[config.mk]
export PLATFORM = sky130hd
export DESIGN_NAME = tcw_channel
export DESIGN_NICKNAME = d
export VERILOG_FILES = /design/src/rtl/tcw_pkg.sv /design/src/rtl/tcw_channel.sv
export VERILOG_INCLUDE_DIRS = /design/src /design/src/rtl
export SDC_FILE = /design/constraint.sdc
export NUM_CORES = 1
export LEC_CHECK = 0
export BUFFER_PORTS_ARGS = -buffer_cell sky130_fd_sc_hd__buf_2
export CORE_MARGIN = 2
export CORE_UTILIZATION = 60
export CTS_CLUSTER_DIAMETER = 200
export DETAILED_ROUTE_END_ITERATION = 10
export GPL_TIMING_DRIVEN = 0
export PLACE_DENSITY = 0.82
export SYNTH_ARGS = -nofsm -noshare
export SYNTH_HDL_FRONTEND = slang
export SYNTH_SLANG_ARGS = --single-unit
[constraint.sdc]
create_clock -name i_mclk -period 5.6 [get_ports i_mclk]
set_clock_uncertainty 0.05 [all_clocks]
set_input_delay 1.12 -clock i_mclk [delete_from_list [all_inputs] [get_ports i_mclk]]
set_output_delay 1.12 -clock i_mclk [all_outputs]
set_load 0.03 [all_outputs]
[src/rtl/tcw_map.svh]
// Register offsets, field positions, reset values and command bits of the timer channel
`ifndef TCW_MAP_SVH
`define TCW_MAP_SVH

// Register byte offsets
`define TCW_OFF_CTRL        8'h00
`define TCW_OFF_MODE        8'h04
`define TCW_OFF_CNT         8'h10
`define TCW_OFF_REG_A       8'h14
`define TCW_OFF_REG_B       8'h18
`define TCW_OFF_REG_C       8'h1C
`define TCW_OFF_STATUS      8'h20
`define TCW_OFF_BLOCK       8'hC0

// Channel control command bits
`define TCW_CTRL_CLK_EN     0
`define TCW_CTRL_CLK_DIS    1
`define TCW_CTRL_SOFT_TRIG  2
// Block control command bit
`define TCW_BLOCK_SYNC      0

// Channel mode fields
`define TCW_MODE_CLK_SEL    1:0
`define TCW_MODE_PATTERN    5:4
`define TCW_MODE_CPC_STOP   6
`define TCW_MODE_CPC_DIS    7
`define TCW_MODE_EDGE       9:8
`define TCW_MODE_PIN_SEL    10
`define TCW_MODE_EVT_SEL    11:10
`define TCW_MODE_EXT_TRG_EN 12
`define TCW_MODE_CPC_TRG    14
`define TCW_MODE_WAVE       15
`define TCW_MODE_LOAD_A     17:16
`define TCW_MODE_LOAD_B     19:18
`define TCW_MODE_ACT_A_CMPA 17:16
`define TCW_MODE_ACT_A_CMPC 19:18
`define TCW_MODE_ACT_A_EXT  21:20
`define TCW_MODE_ACT_A_SOFT 23:22
`define TCW_MODE_ACT_B_CMPB 25:24
`define TCW_MODE_ACT_B_CMPC 27:26
`define TCW_MODE_ACT_B_EXT  29:28
`define TCW_MODE_ACT_B_SOFT 31:30

// Status bits
`define TCW_ST_OVERFLOW     0
`define TCW_ST_OVERRUN      1
`define TCW_ST_CLK_EN       16
`define TCW_ST_PIN_A        17
`define TCW_ST_PIN_B        18
`define TCW_ST_CLK_RUN      19

// Reset values and counter limits
`define TCW_RST_WORD        32'h0000_0000
`define TCW_RST_HALF        16'h0000
`define TCW_CNT_MAX         16'hFFFF
`define TCW_CNT_ONE         16'h0001

`endif

[src/rtl/tcw_pkg.sv]
// Types shared by the timer channel: count patterns, edge selections and pin actions
package tcw_pkg;

  typedef enum logic [1:0] {
    TCW_PAT_UP_FULL   = 2'b00,
    TCW_PAT_UPDN_FULL = 2'b01,
    TCW_PAT_UP_RC     = 2'b10,
    TCW_PAT_UPDN_RC   = 2'b11
  } tcw_pattern_t;

  typedef enum logic [1:0] {
    TCW_EDGE_NONE    = 2'b00,
    TCW_EDGE_RISING  = 2'b01,
    TCW_EDGE_FALLING = 2'b10,
    TCW_EDGE_BOTH    = 2'b11
  } tcw_edge_t;

  typedef enum logic [1:0] {
    TCW_ACT_NONE   = 2'b00,
    TCW_ACT_SET    = 2'b01,
    TCW_ACT_CLEAR  = 2'b10,
    TCW_ACT_TOGGLE = 2'b11
  } tcw_action_t;

endpackage : tcw_pkg

[src/rtl/tcw_channel.sv]
// One 16-bit timer channel with capture and waveform modes and a plain register port
`timescale 1ns/1ps
`default_nettype none
`include "tcw_map.svh"

module tcw_channel (
  input  wire logic        i_mclk,
  input  wire logic        i_rstn,
  input  wire logic [7:0]  i_addr,
  input  wire logic [31:0] i_wdata,
  input  wire logic        i_wr,
  input  wire logic        i_rd,
  output logic      [31:0] o_rdata,
  input  wire logic        i_pin_a,
  input  wire logic        i_pin_b,
  input  wire logic [2:0]  i_ext_clk,
  output logic             o_pin_a,
  output logic             o_pin_a_oe,
  output logic             o_pin_b,
  output logic             o_pin_b_oe,
  output logic      [15:0] o_counter_value
);

  // Edge detector shared by all edge-selected events
  function automatic logic edge_hit(input logic [1:0] sel, input logic prev, input logic cur);
    tcw_pkg::tcw_edge_t e;
    e = tcw_pkg::tcw_edge_t'(sel);
    case (e)
      tcw_pkg::TCW_EDGE_RISING:  edge_hit = !prev && cur;
      tcw_pkg::TCW_EDGE_FALLING: edge_hit = prev && !cur;
      tcw_pkg::TCW_EDGE_BOTH:    edge_hit = prev ^ cur;
      default:                   edge_hit = 1'b0;
    endcase
  endfunction : edge_hit

  // Applies one programmed action to a pin level
  function automatic logic pin_act(input logic [1:0] act, input logic cur);
    tcw_pkg::tcw_action_t a;
    a = tcw_pkg::tcw_action_t'(act);
    case (a)
      tcw_pkg::TCW_ACT_SET:    pin_act = 1'b1;
      tcw_pkg::TCW_ACT_CLEAR:  pin_act = 1'b0;
      tcw_pkg::TCW_ACT_TOGGLE: pin_act = ~cur;
      default:                 pin_act = cur;
    endcase
  endfunction : pin_act

  logic [31:0] mode_q;
  logic [15:0] cnt_q;
  logic [15:0] ra_q;
  logic [15:0] rb_q;
  logic [15:0] rc_q;
  logic        dir_down_q;
  logic        clk_en_q;
  logic        clk_run_q;
  logic        trig_pend_q;
  logic        a_done_q;
  logic        ra_unread_q;
  logic        rb_unread_q;
  logic        ovf_q;
  logic        lovr_q;
  logic        pin_a_q;
  logic        pin_b_q;
  logic        prev_a_q;
  logic        prev_b_q;
  logic [2:0]  prev_x_q;
  logic [31:0] rdata_q;

  logic                 wave;
  tcw_pkg::tcw_pattern_t pattern;
  logic                 wr_ctrl;
  logic                 wr_block;
  logic                 rd_status;
  logic                 soft_trig;
  logic                 en_cmd;
  logic                 dis_cmd;
  logic                 tick_src;
  logic                 act_edge;
  logic                 updown;
  logic [15:0]          top;
  logic                 evt_sig_cur;
  logic                 evt_sig_prev;
  logic                 ext_evt;
  logic                 ext_trig;
  logic                 cmp_a;
  logic                 cmp_b;
  logic                 cmp_c;
  logic                 c_trig;
  logic                 any_trig;
  logic                 pin_b_out;
  logic                 load_a;
  logic                 load_b;
  logic                 at_top;

  // Mode decode
  assign wave    = mode_q[`TCW_MODE_WAVE];
  assign pattern = tcw_pkg::tcw_pattern_t'(mode_q[`TCW_MODE_PATTERN]);
  assign updown  = wave && (pattern == tcw_pkg::TCW_PAT_UPDN_FULL ||
                            pattern == tcw_pkg::TCW_PAT_UPDN_RC);
  assign top     = (pattern == tcw_pkg::TCW_PAT_UPDN_RC) ? rc_q : `TCW_CNT_MAX;

  // Register strobes and command bits
  assign wr_ctrl   = i_wr && (i_addr == `TCW_OFF_CTRL);
  assign wr_block  = i_wr && (i_addr == `TCW_OFF_BLOCK);
  assign rd_status = i_rd && (i_addr == `TCW_OFF_STATUS);
  assign soft_trig = (wr_ctrl && i_wdata[`TCW_CTRL_SOFT_TRIG]) ||
                     (wr_block && i_wdata[`TCW_BLOCK_SYNC]);
  assign dis_cmd   = wr_ctrl && i_wdata[`TCW_CTRL_CLK_DIS];
  assign en_cmd    = wr_ctrl && i_wdata[`TCW_CTRL_CLK_EN] && !dis_cmd;

  // Selected count clock: every bus cycle or a rising edge of one clock input
  always_comb begin
    case (mode_q[`TCW_MODE_CLK_SEL])
      2'h1:    tick_src = !prev_x_q[0] && i_ext_clk[0];
      2'h2:    tick_src = !prev_x_q[1] && i_ext_clk[1];
      2'h3:    tick_src = !prev_x_q[2] && i_ext_clk[2];
      default: tick_src = 1'b1;
    endcase
  end
  assign act_edge = tick_src && clk_en_q && clk_run_q;

  // External event source and edge
  always_comb begin
    if (!wave) begin
      evt_sig_cur  = mode_q[`TCW_MODE_PIN_SEL] ? i_pin_a : i_pin_b;
      evt_sig_prev = mode_q[`TCW_MODE_PIN_SEL] ? prev_a_q : prev_b_q;
    end else begin
      case (mode_q[`TCW_MODE_EVT_SEL])
        2'h1:    begin evt_sig_cur = i_ext_clk[0]; evt_sig_prev = prev_x_q[0]; end
        2'h2:    begin evt_sig_cur = i_ext_clk[1]; evt_sig_prev = prev_x_q[1]; end
        2'h3:    begin evt_sig_cur = i_ext_clk[2]; evt_sig_prev = prev_x_q[2]; end
        default: begin evt_sig_cur = i_pin_b;      evt_sig_prev = prev_b_q;    end
      endcase
    end
  end
  // Edge field zero yields no event in either mode
  assign ext_evt  = edge_hit(mode_q[`TCW_MODE_EDGE], evt_sig_prev, evt_sig_cur);
  assign ext_trig = ext_evt && (!wave || mode_q[`TCW_MODE_EXT_TRG_EN]);

  // Compare events, taken on the active edge that leaves the matching value
  assign cmp_c     = act_edge && (cnt_q == rc_q);
  assign cmp_a     = act_edge && wave && (cnt_q == ra_q);
  assign pin_b_out = wave && (mode_q[`TCW_MODE_EVT_SEL] != 2'h0);
  assign cmp_b     = act_edge && pin_b_out && (cnt_q == rb_q);
  // In waveform mode pattern 2 resets itself on the match and patterns 0 and 1 never take the trigger
  assign c_trig    = cmp_c && mode_q[`TCW_MODE_CPC_TRG] &&
                     (!wave || pattern == tcw_pkg::TCW_PAT_UPDN_RC);
  // Triggers are ignored while the clock is disabled
  assign any_trig  = (soft_trig || ext_trig || c_trig) && clk_en_q;

  assign at_top = (cnt_q == top);

  // Configuration and compare registers; A and B are writable in waveform mode only
  always_ff @(posedge i_mclk) begin
    if (!i_rstn) begin
      mode_q <= `TCW_RST_WORD;
      rc_q   <= `TCW_RST_HALF;
    end else begin
      if (i_wr && i_addr == `TCW_OFF_MODE) begin
        mode_q <= i_wdata;
      end
      if (i_wr && i_addr == `TCW_OFF_REG_C) begin
        rc_q <= i_wdata[15:0];
      end
    end
  end

  // Clock enable and run state
  always_ff @(posedge i_mclk) begin
    if (!i_rstn) begin
      clk_en_q  <= 1'b0;
      clk_run_q <= 1'b0;
    end else begin
      if (dis_cmd || (cmp_c && wave && mode_q[`TCW_MODE_CPC_DIS])) begin
        clk_en_q <= 1'b0;
      end else if (en_cmd) begin
        clk_en_q <= 1'b1;
      end
      if (any_trig) begin
        clk_run_q <= 1'b1;
      end else if (cmp_c && wave && mode_q[`TCW_MODE_CPC_STOP]) begin
        clk_run_q <= 1'b0;
      end
    end
  end

  // Pending trigger waits for the next active count edge
  always_ff @(posedge i_mclk) begin
    if (!i_rstn) begin
      trig_pend_q <= 1'b0;
    end else if (dis_cmd) begin
      trig_pend_q <= 1'b0;
    end else if (any_trig) begin
      trig_pend_q <= 1'b1;
    end else if (act_edge) begin
      trig_pend_q <= 1'b0;
    end
  end

  // Counter and direction; a pending trigger outranks the compare C reload
  always_ff @(posedge i_mclk) begin
    if (!i_rstn) begin
      cnt_q      <= `TCW_RST_HALF;
      dir_down_q <= 1'b0;
    end else if (act_edge) begin
      if (trig_pend_q) begin
        if (updown) begin
          dir_down_q <= ~dir_down_q;
          cnt_q      <= dir_down_q ? cnt_q + `TCW_CNT_ONE : cnt_q - `TCW_CNT_ONE;
        end else begin
          cnt_q      <= `TCW_RST_HALF;
          dir_down_q <= 1'b0;
        end
      end else if (wave && pattern == tcw_pkg::TCW_PAT_UP_RC && cmp_c) begin
        cnt_q <= `TCW_RST_HALF;
      end else if (updown) begin
        if (!dir_down_q && at_top) begin
          dir_down_q <= 1'b1;
          cnt_q      <= cnt_q - `TCW_CNT_ONE;
        end else if (dir_down_q && cnt_q == `TCW_RST_HALF) begin
          dir_down_q <= 1'b0;
          cnt_q      <= cnt_q + `TCW_CNT_ONE;
        end else begin
          cnt_q <= dir_down_q ? cnt_q - `TCW_CNT_ONE : cnt_q + `TCW_CNT_ONE;
        end
      end else begin
        cnt_q <= cnt_q + `TCW_CNT_ONE;
      end
    end
  end

  // Capture loads on pin A edges, ordered A then B
  assign load_a = !wave && !a_done_q &&
                  edge_hit(mode_q[`TCW_MODE_LOAD_A], prev_a_q, i_pin_a);
  assign load_b = !wave && a_done_q &&
                  edge_hit(mode_q[`TCW_MODE_LOAD_B], prev_a_q, i_pin_a);

  // Load sequencing flag, cleared by any trigger
  always_ff @(posedge i_mclk) begin
    if (!i_rstn) begin
      a_done_q <= 1'b0;
    end else if (any_trig) begin
      a_done_q <= 1'b0;
    end else if (load_a) begin
      a_done_q <= 1'b1;
    end else if (load_b) begin
      a_done_q <= 1'b0;
    end
  end

  // Registers A and B: capture in capture mode, software writes in waveform mode
  always_ff @(posedge i_mclk) begin
    if (!i_rstn) begin
      ra_q <= `TCW_RST_HALF;
      rb_q <= `TCW_RST_HALF;
    end else begin
      if (load_a) begin
        ra_q <= cnt_q;
      end else if (wave && i_wr && i_addr == `TCW_OFF_REG_A) begin
        ra_q <= i_wdata[15:0];
      end
      if (load_b) begin
        rb_q <= cnt_q;
      end else if (wave && i_wr && i_addr == `TCW_OFF_REG_B) begin
        rb_q <= i_wdata[15:0];
      end
    end
  end

  // Unread tracking; a load in the read cycle keeps the value unread
  always_ff @(posedge i_mclk) begin
    if (!i_rstn) begin
      ra_unread_q <= 1'b0;
      rb_unread_q <= 1'b0;
    end else begin
      if (load_a) begin
        ra_unread_q <= 1'b1;
      end else if (i_rd && i_addr == `TCW_OFF_REG_A) begin
        ra_unread_q <= 1'b0;
      end
      if (load_b) begin
        rb_unread_q <= 1'b1;
      end else if (i_rd && i_addr == `TCW_OFF_REG_B) begin
        rb_unread_q <= 1'b0;
      end
    end
  end

  // Sticky status flags, cleared by a status read; a new event wins the clear
  always_ff @(posedge i_mclk) begin
    if (!i_rstn) begin
      ovf_q  <= 1'b0;
      lovr_q <= 1'b0;
    end else begin
      if (act_edge && !trig_pend_q && !updown && cnt_q == `TCW_CNT_MAX) begin
        ovf_q <= 1'b1;
      end else if (rd_status) begin
        ovf_q <= 1'b0;
      end
      if ((load_a && ra_unread_q) || (load_b && rb_unread_q)) begin
        lovr_q <= 1'b1;
      end else if (rd_status) begin
        lovr_q <= 1'b0;
      end
    end
  end

  // Output controller; later events in this chain win over earlier ones
  always_ff @(posedge i_mclk) begin
    if (!i_rstn) begin
      pin_a_q <= 1'b0;
      pin_b_q <= 1'b0;
    end else if (wave) begin
      pin_a_q <= pin_act(mode_q[`TCW_MODE_ACT_A_SOFT] & {2{soft_trig}},
                 pin_act(mode_q[`TCW_MODE_ACT_A_EXT]  & {2{ext_evt}},
                 pin_act(mode_q[`TCW_MODE_ACT_A_CMPC] & {2{cmp_c}},
                 pin_act(mode_q[`TCW_MODE_ACT_A_CMPA] & {2{cmp_a}}, pin_a_q))));
      if (pin_b_out) begin
        pin_b_q <= pin_act(mode_q[`TCW_MODE_ACT_B_SOFT] & {2{soft_trig}},
                   pin_act(mode_q[`TCW_MODE_ACT_B_EXT]  & {2{ext_evt}},
                   pin_act(mode_q[`TCW_MODE_ACT_B_CMPC] & {2{cmp_c}},
                   pin_act(mode_q[`TCW_MODE_ACT_B_CMPB] & {2{cmp_b}}, pin_b_q))));
      end
    end
  end

  // Input history for edge detection
  always_ff @(posedge i_mclk) begin
    if (!i_rstn) begin
      prev_a_q <= 1'b0;
      prev_b_q <= 1'b0;
      prev_x_q <= 3'h0;
    end else begin
      prev_a_q <= i_pin_a;
      prev_b_q <= i_pin_b;
      prev_x_q <= i_ext_clk;
    end
  end

  // Read data, valid the cycle after the read strobe; unmapped reads give zero
  always_ff @(posedge i_mclk) begin
    if (!i_rstn) begin
      rdata_q <= `TCW_RST_WORD;
    end else if (i_rd) begin
      if (i_addr == `TCW_OFF_MODE) begin
        rdata_q <= mode_q;
      end else if (i_addr == `TCW_OFF_CNT) begin
        rdata_q <= {16'h0000, cnt_q};
      end else if (i_addr == `TCW_OFF_REG_A) begin
        rdata_q <= {16'h0000, ra_q};
      end else if (i_addr == `TCW_OFF_REG_B) begin
        rdata_q <= {16'h0000, rb_q};
      end else if (i_addr == `TCW_OFF_REG_C) begin
        rdata_q <= {16'h0000, rc_q};
      end else if (i_addr == `TCW_OFF_STATUS) begin
        rdata_q <= {12'h000, clk_run_q, pin_b_q, pin_a_q, clk_en_q,
                    14'h0000, lovr_q, ovf_q};
      end else begin
        rdata_q <= `TCW_RST_WORD;
      end
    end else begin
      rdata_q <= `TCW_RST_WORD;
    end
  end

  // Port drive
  assign o_rdata         = rdata_q;
  assign o_counter_value = cnt_q;
  assign o_pin_a         = pin_a_q;
  assign o_pin_a_oe      = wave;
  assign o_pin_b         = pin_b_q;
  assign o_pin_b_oe      = pin_b_out;

  // Checks
  a_trig_resets: assert property (@(posedge i_mclk) disable iff (!i_rstn)
    trig_pend_q && act_edge && !updown |=> cnt_q == 16'h0000)
    else $error("trigger did not reset the counter");
  a_soft_pend: assert property (@(posedge i_mclk) disable iff (!i_rstn)
    wr_ctrl && i_wdata[2] && clk_en_q && !dis_cmd |=> trig_pend_q && clk_run_q)
    else $error("soft trigger not registered");
  a_disabled_ign: assert property (@(posedge i_mclk) disable iff (!i_rstn)
    !clk_en_q && !en_cmd |=> !clk_en_q && $stable(cnt_q))
    else $error("disabled clock moved");
  a_pat0_wrap: assert property (@(posedge i_mclk) disable iff (!i_rstn)
    act_edge && !trig_pend_q && !updown && cnt_q == 16'hFFFF |=> ovf_q && cnt_q == 16'h0000)
    else $error("wrap did not flag overflow");
  a_pat2_reset: assert property (@(posedge i_mclk) disable iff (!i_rstn)
    wave && pattern == tcw_pkg::TCW_PAT_UP_RC && cmp_c |=> cnt_q == 16'h0000)
    else $error("pattern 2 missed reset at register C");
  a_overrun_set: assert property (@(posedge i_mclk) disable iff (!i_rstn)
    load_a && ra_unread_q |=> lovr_q && ra_q == $past(cnt_q))
    else $error("overrun not flagged");
  a_order_b: assert property (@(posedge i_mclk) disable iff (!i_rstn)
    load_b |-> !load_a ##1 !a_done_q)
    else $error("capture B out of order");
  a_pin_b_free: assert property (@(posedge i_mclk) disable iff (!i_rstn)
    wave && mode_q[11:10] == 2'h0 |-> !o_pin_b_oe ##1 $stable(pin_b_q))
    else $error("pin B driven while event source");
  a_stop_cmp: assert property (@(posedge i_mclk) disable iff (!i_rstn)
    cmp_c && wave && mode_q[6] && !any_trig |=> !clk_run_q)
    else $error("compare stop ignored");
  c_updown_turn: cover property (@(posedge i_mclk) disable iff (!i_rstn)
    updown && act_edge && at_top && !dir_down_q);
  c_capture_pair: cover property (@(posedge i_mclk) disable iff (!i_rstn)
    load_a ##[1:20] load_b);
  c_trig_reverse: cover property (@(posedge i_mclk) disable iff (!i_rstn)
    updown && trig_pend_q && act_edge);

endmodule : tcw_channel
`default_nettype wire

==> impl_metrics.toml <==
[cells_and_area]
n_fill_cell = 1126
area_delta_synth_final_pct = 15.9
insertedDiodeCount = 0
layout.nets = 1173
drive_gt1_share_pct = 15.6
final_core_util_pct = 70.6

[place]
hpwl_mm = 20.3
globalplace.congestion = 1.00
portBuffers = 99

[synth]
ys_seq_area_share_pct = 36.0
syn_inst = 999
synth_edf_count = 0
synthMostInstantiatedCell = "dfxtp_1"
synth_common_cells = "dfxtp_1, nand2_1, nor2_1, a21oi_1, clkbuf_1"
synth_area_um2 = 8010
yosysTopAreaCell = "dfxtp_1"
async_reset_ff_share_pct = 0
syn-num-nets = 1055
avgSynthCellArea_um2 = 8.01
yosysWarningCount = 0
synthTopCellsByArea = "dfxtp_1, mux2i_1, nand2_1, nor2_1, a21oi_1"
yosys.area.top_type_share_pct = 36.0
synthFlopType = "dfxtp_1"
synthDistinctLibCells = 74
synth-seq-cells = 144

[clock_network]
htree_levels = 4
cts_tree = "yes"
tritoncts.num_buffers = 17
cts_setup_buffers = 0
clk_path_buf_depth = 2
holdBufCountCts = 0
cts.sinks = 144
clk_pin_slew_ns = 0.06
clkLatencyLatePin_ns = 0.44
root_buffer = "clkbuf_16"
cts_resized = 0

[sta]
slew_headroom_pct = 20.5
tns_ns = 0
setup_viol_count_final = 0
min_period_ns = 4.29
worstMarginPinSlew_ns = 1.18
post-route-period-util_pct = 76.6
fmax_mhz = 233
slew_viol_final = 0
grt_setup_unrepaired = "false"
finalHoldViolCount = 0

[worst_setup_path]
worstReg2RegEnd = "o_pin_b"
worst-setup-path-type = "flop to flop"
r2r_setup_slack_ns = 1.31
crit_path_end_kind = "flop"
crit_arrival_ns = 4.58
timing.rr.start = "mode_q[15]"
reg2regPathDepth = 13
setup.worst_path.start_class = "flop"
critPathMaxFanout = 10
cp.required_ns = 5.89

[global_route]
grt_pass1_wl_mm = 42.1
grt_pass1_vias = 7577
grt_util_all_layers_pct = 38.5
grt.overflow.total = 0
antenna_found_initial = 0
grt_max_degree = 17

[power]
cellInternalPower_mw = 1.70
power_density_nw_per_um2 = 244
p_sw_uw = 568
power.leakage_nw = 3.50
swShare_pct = 25.1
pwr-share-clk_pct = 48.3
p_comb_share_pct = 6.2
peakVddDrop_mv = 0.206
p_seq_share_pct = 45.5

[routing]
first_pass_iters = 8
vias_per_cell = 6.50
routed_wl_mm = 27.8
drcViolationCount = 0
drt-initial-drc-count = 1142
postRouteAntennaNets = 0
routedWlPerCell_um = 21.3
vias = 8490

[worst_hold_path]
hold_depth = 2
holdCritStartpoint = "mode_q[13]"
holdPathEnd = "mode_q[13]"
hp-class = "flop to flop"

[floorplan]
die_h_um = 120
coreArea_um2 = 13100
die-area_um2 = 14300
rows = 42
start_util_pct = 60.9
ios = 101
die_w_um = 120

[run_status]
status = "completed"

[job]
drv_cap = 0
## through the flow
stage          total power, mW  area [um^2]  hold WS (ns)  cells  worst slack [ns]
6_report                  2.26         9280         0.412   1306              1.31
5_1_grt                   2.31         9280         0.437   1306              1.09
2_1_floorplan             1.13         8010         0.382    999              2.13
4_1_cts                   2.25         9280         0.411   1306              1.47
3_5_place_dp              1.19         8720         0.400   1274              1.48
3_3_place_gp              1.18         8720         0.389   1274              1.47
## cells by family (layout without fill, tap and decap cells)
logic type / count (synthesis) / count (layout) / share of synthesized area [%]
xor+xnor: 38 / 38 / 4.16
fa+ha+maj: 7 / 7 / 1.09
mux: 72 / 72 / 9.42
compound gates: 233 / 233 / 20.0
buf+inv: 98 / 229 / 4.97
simple gates: 407 / 407 / 24.3
flops: 144 / 144 / 36.0
## state kept, by name (all words and copies together), names as in the netlist, 3 cells and up
name / cells
o_rdata: 32
rb_q: 16
ra_q: 16
prev_x_q: 3
mode_q: 32
o_counter_value: 16
rc_q: 16
## critical path: stages (launching register included)
cell and delay, ns:
dfxtp_1 0.54, clkbuf_1 0.49, buf_1 0.45, nor2_1 0.12
a221oi_1 0.36, inv_1 0.09, ha_1 0.28, nor2b_1 0.04
o21ai_0 0.16, o21ai_0 0.44, and2_1 0.38, mux2_2 0.29
a31o_1 0.23, o32ai_1 0.27
## worst max-delay path by stage
stage / cells after the start / slack (ns) / startpoint / end
after floorplan: 8 / 2.13 / i_ext_clk[2] / o_pin_b
after detailed placement: 13 / 1.48 / mode_q[15] / o_pin_b
final: 13 / 1.31 / mode_q[15] / o_pin_b
after CTS: 14 / 1.47 / mode_q[15] / o_pin_a
after global placement: 14 / 1.47 / mode_q[15] / o_pin_a
after global routing: 14 / 1.09 / mode_q[15] / o_pin_a
## metal layers
metal	global-route usage (%)	up-vias	part of all wire, %
li1	-	3805	-
met2	59.4	643	44
met1	50.8	3918	38
met5	0	-	0
met4	18.7	0	4.7
met3	9.22	124	12
## cell usage in the layout (no fill, tap or decap), types with 12 or more instances in the layout
master,count
mux2_2,17
nand2_1,130
a211oi_1,37
nor2b_1,17
dfxtp_1,144
nor2_1,117
a21oi_1,61
and2_1,28
xnor2_1,27
a221oi_1,17
nor3_1,17
buf_2,111
inv_1,15
nor4_1,12
a22oi_1,17
clkbuf_1,60
nand3_1,21
o21ai_0,32
nand2b_1,15
mux2i_1,54
a31oi_1,12
clkbuf_16,17
## area by class of cell
class                      count  area, um^2  share of cell area (%)
multi-input combinational    757        4730                    50.9
sequential                   144        2880                    31.1
timing repair buffer          99         495                    5.34
clock buffer                  20         447                    4.81
buffer                        82         338                    3.64
tap                          176         220                    2.37
clock inverter                12         109                    1.17
inverter                      16        60.1                   0.647
## power groups by stage
stage / logic, mW / clock network (mW) / registers [mW]
finish: 0.141 / 1.09 / 1.03
global route: 0.147 / 1.14 / 1.03
CTS: 0.135 / 1.09 / 1.03
detailed placement: 0.133 / 0 / 1.05
global placement: 0.131 / 0 / 1.05
floorplan: 0.0717 / 0 / 1.06
(Power assumes the default switching activity.)
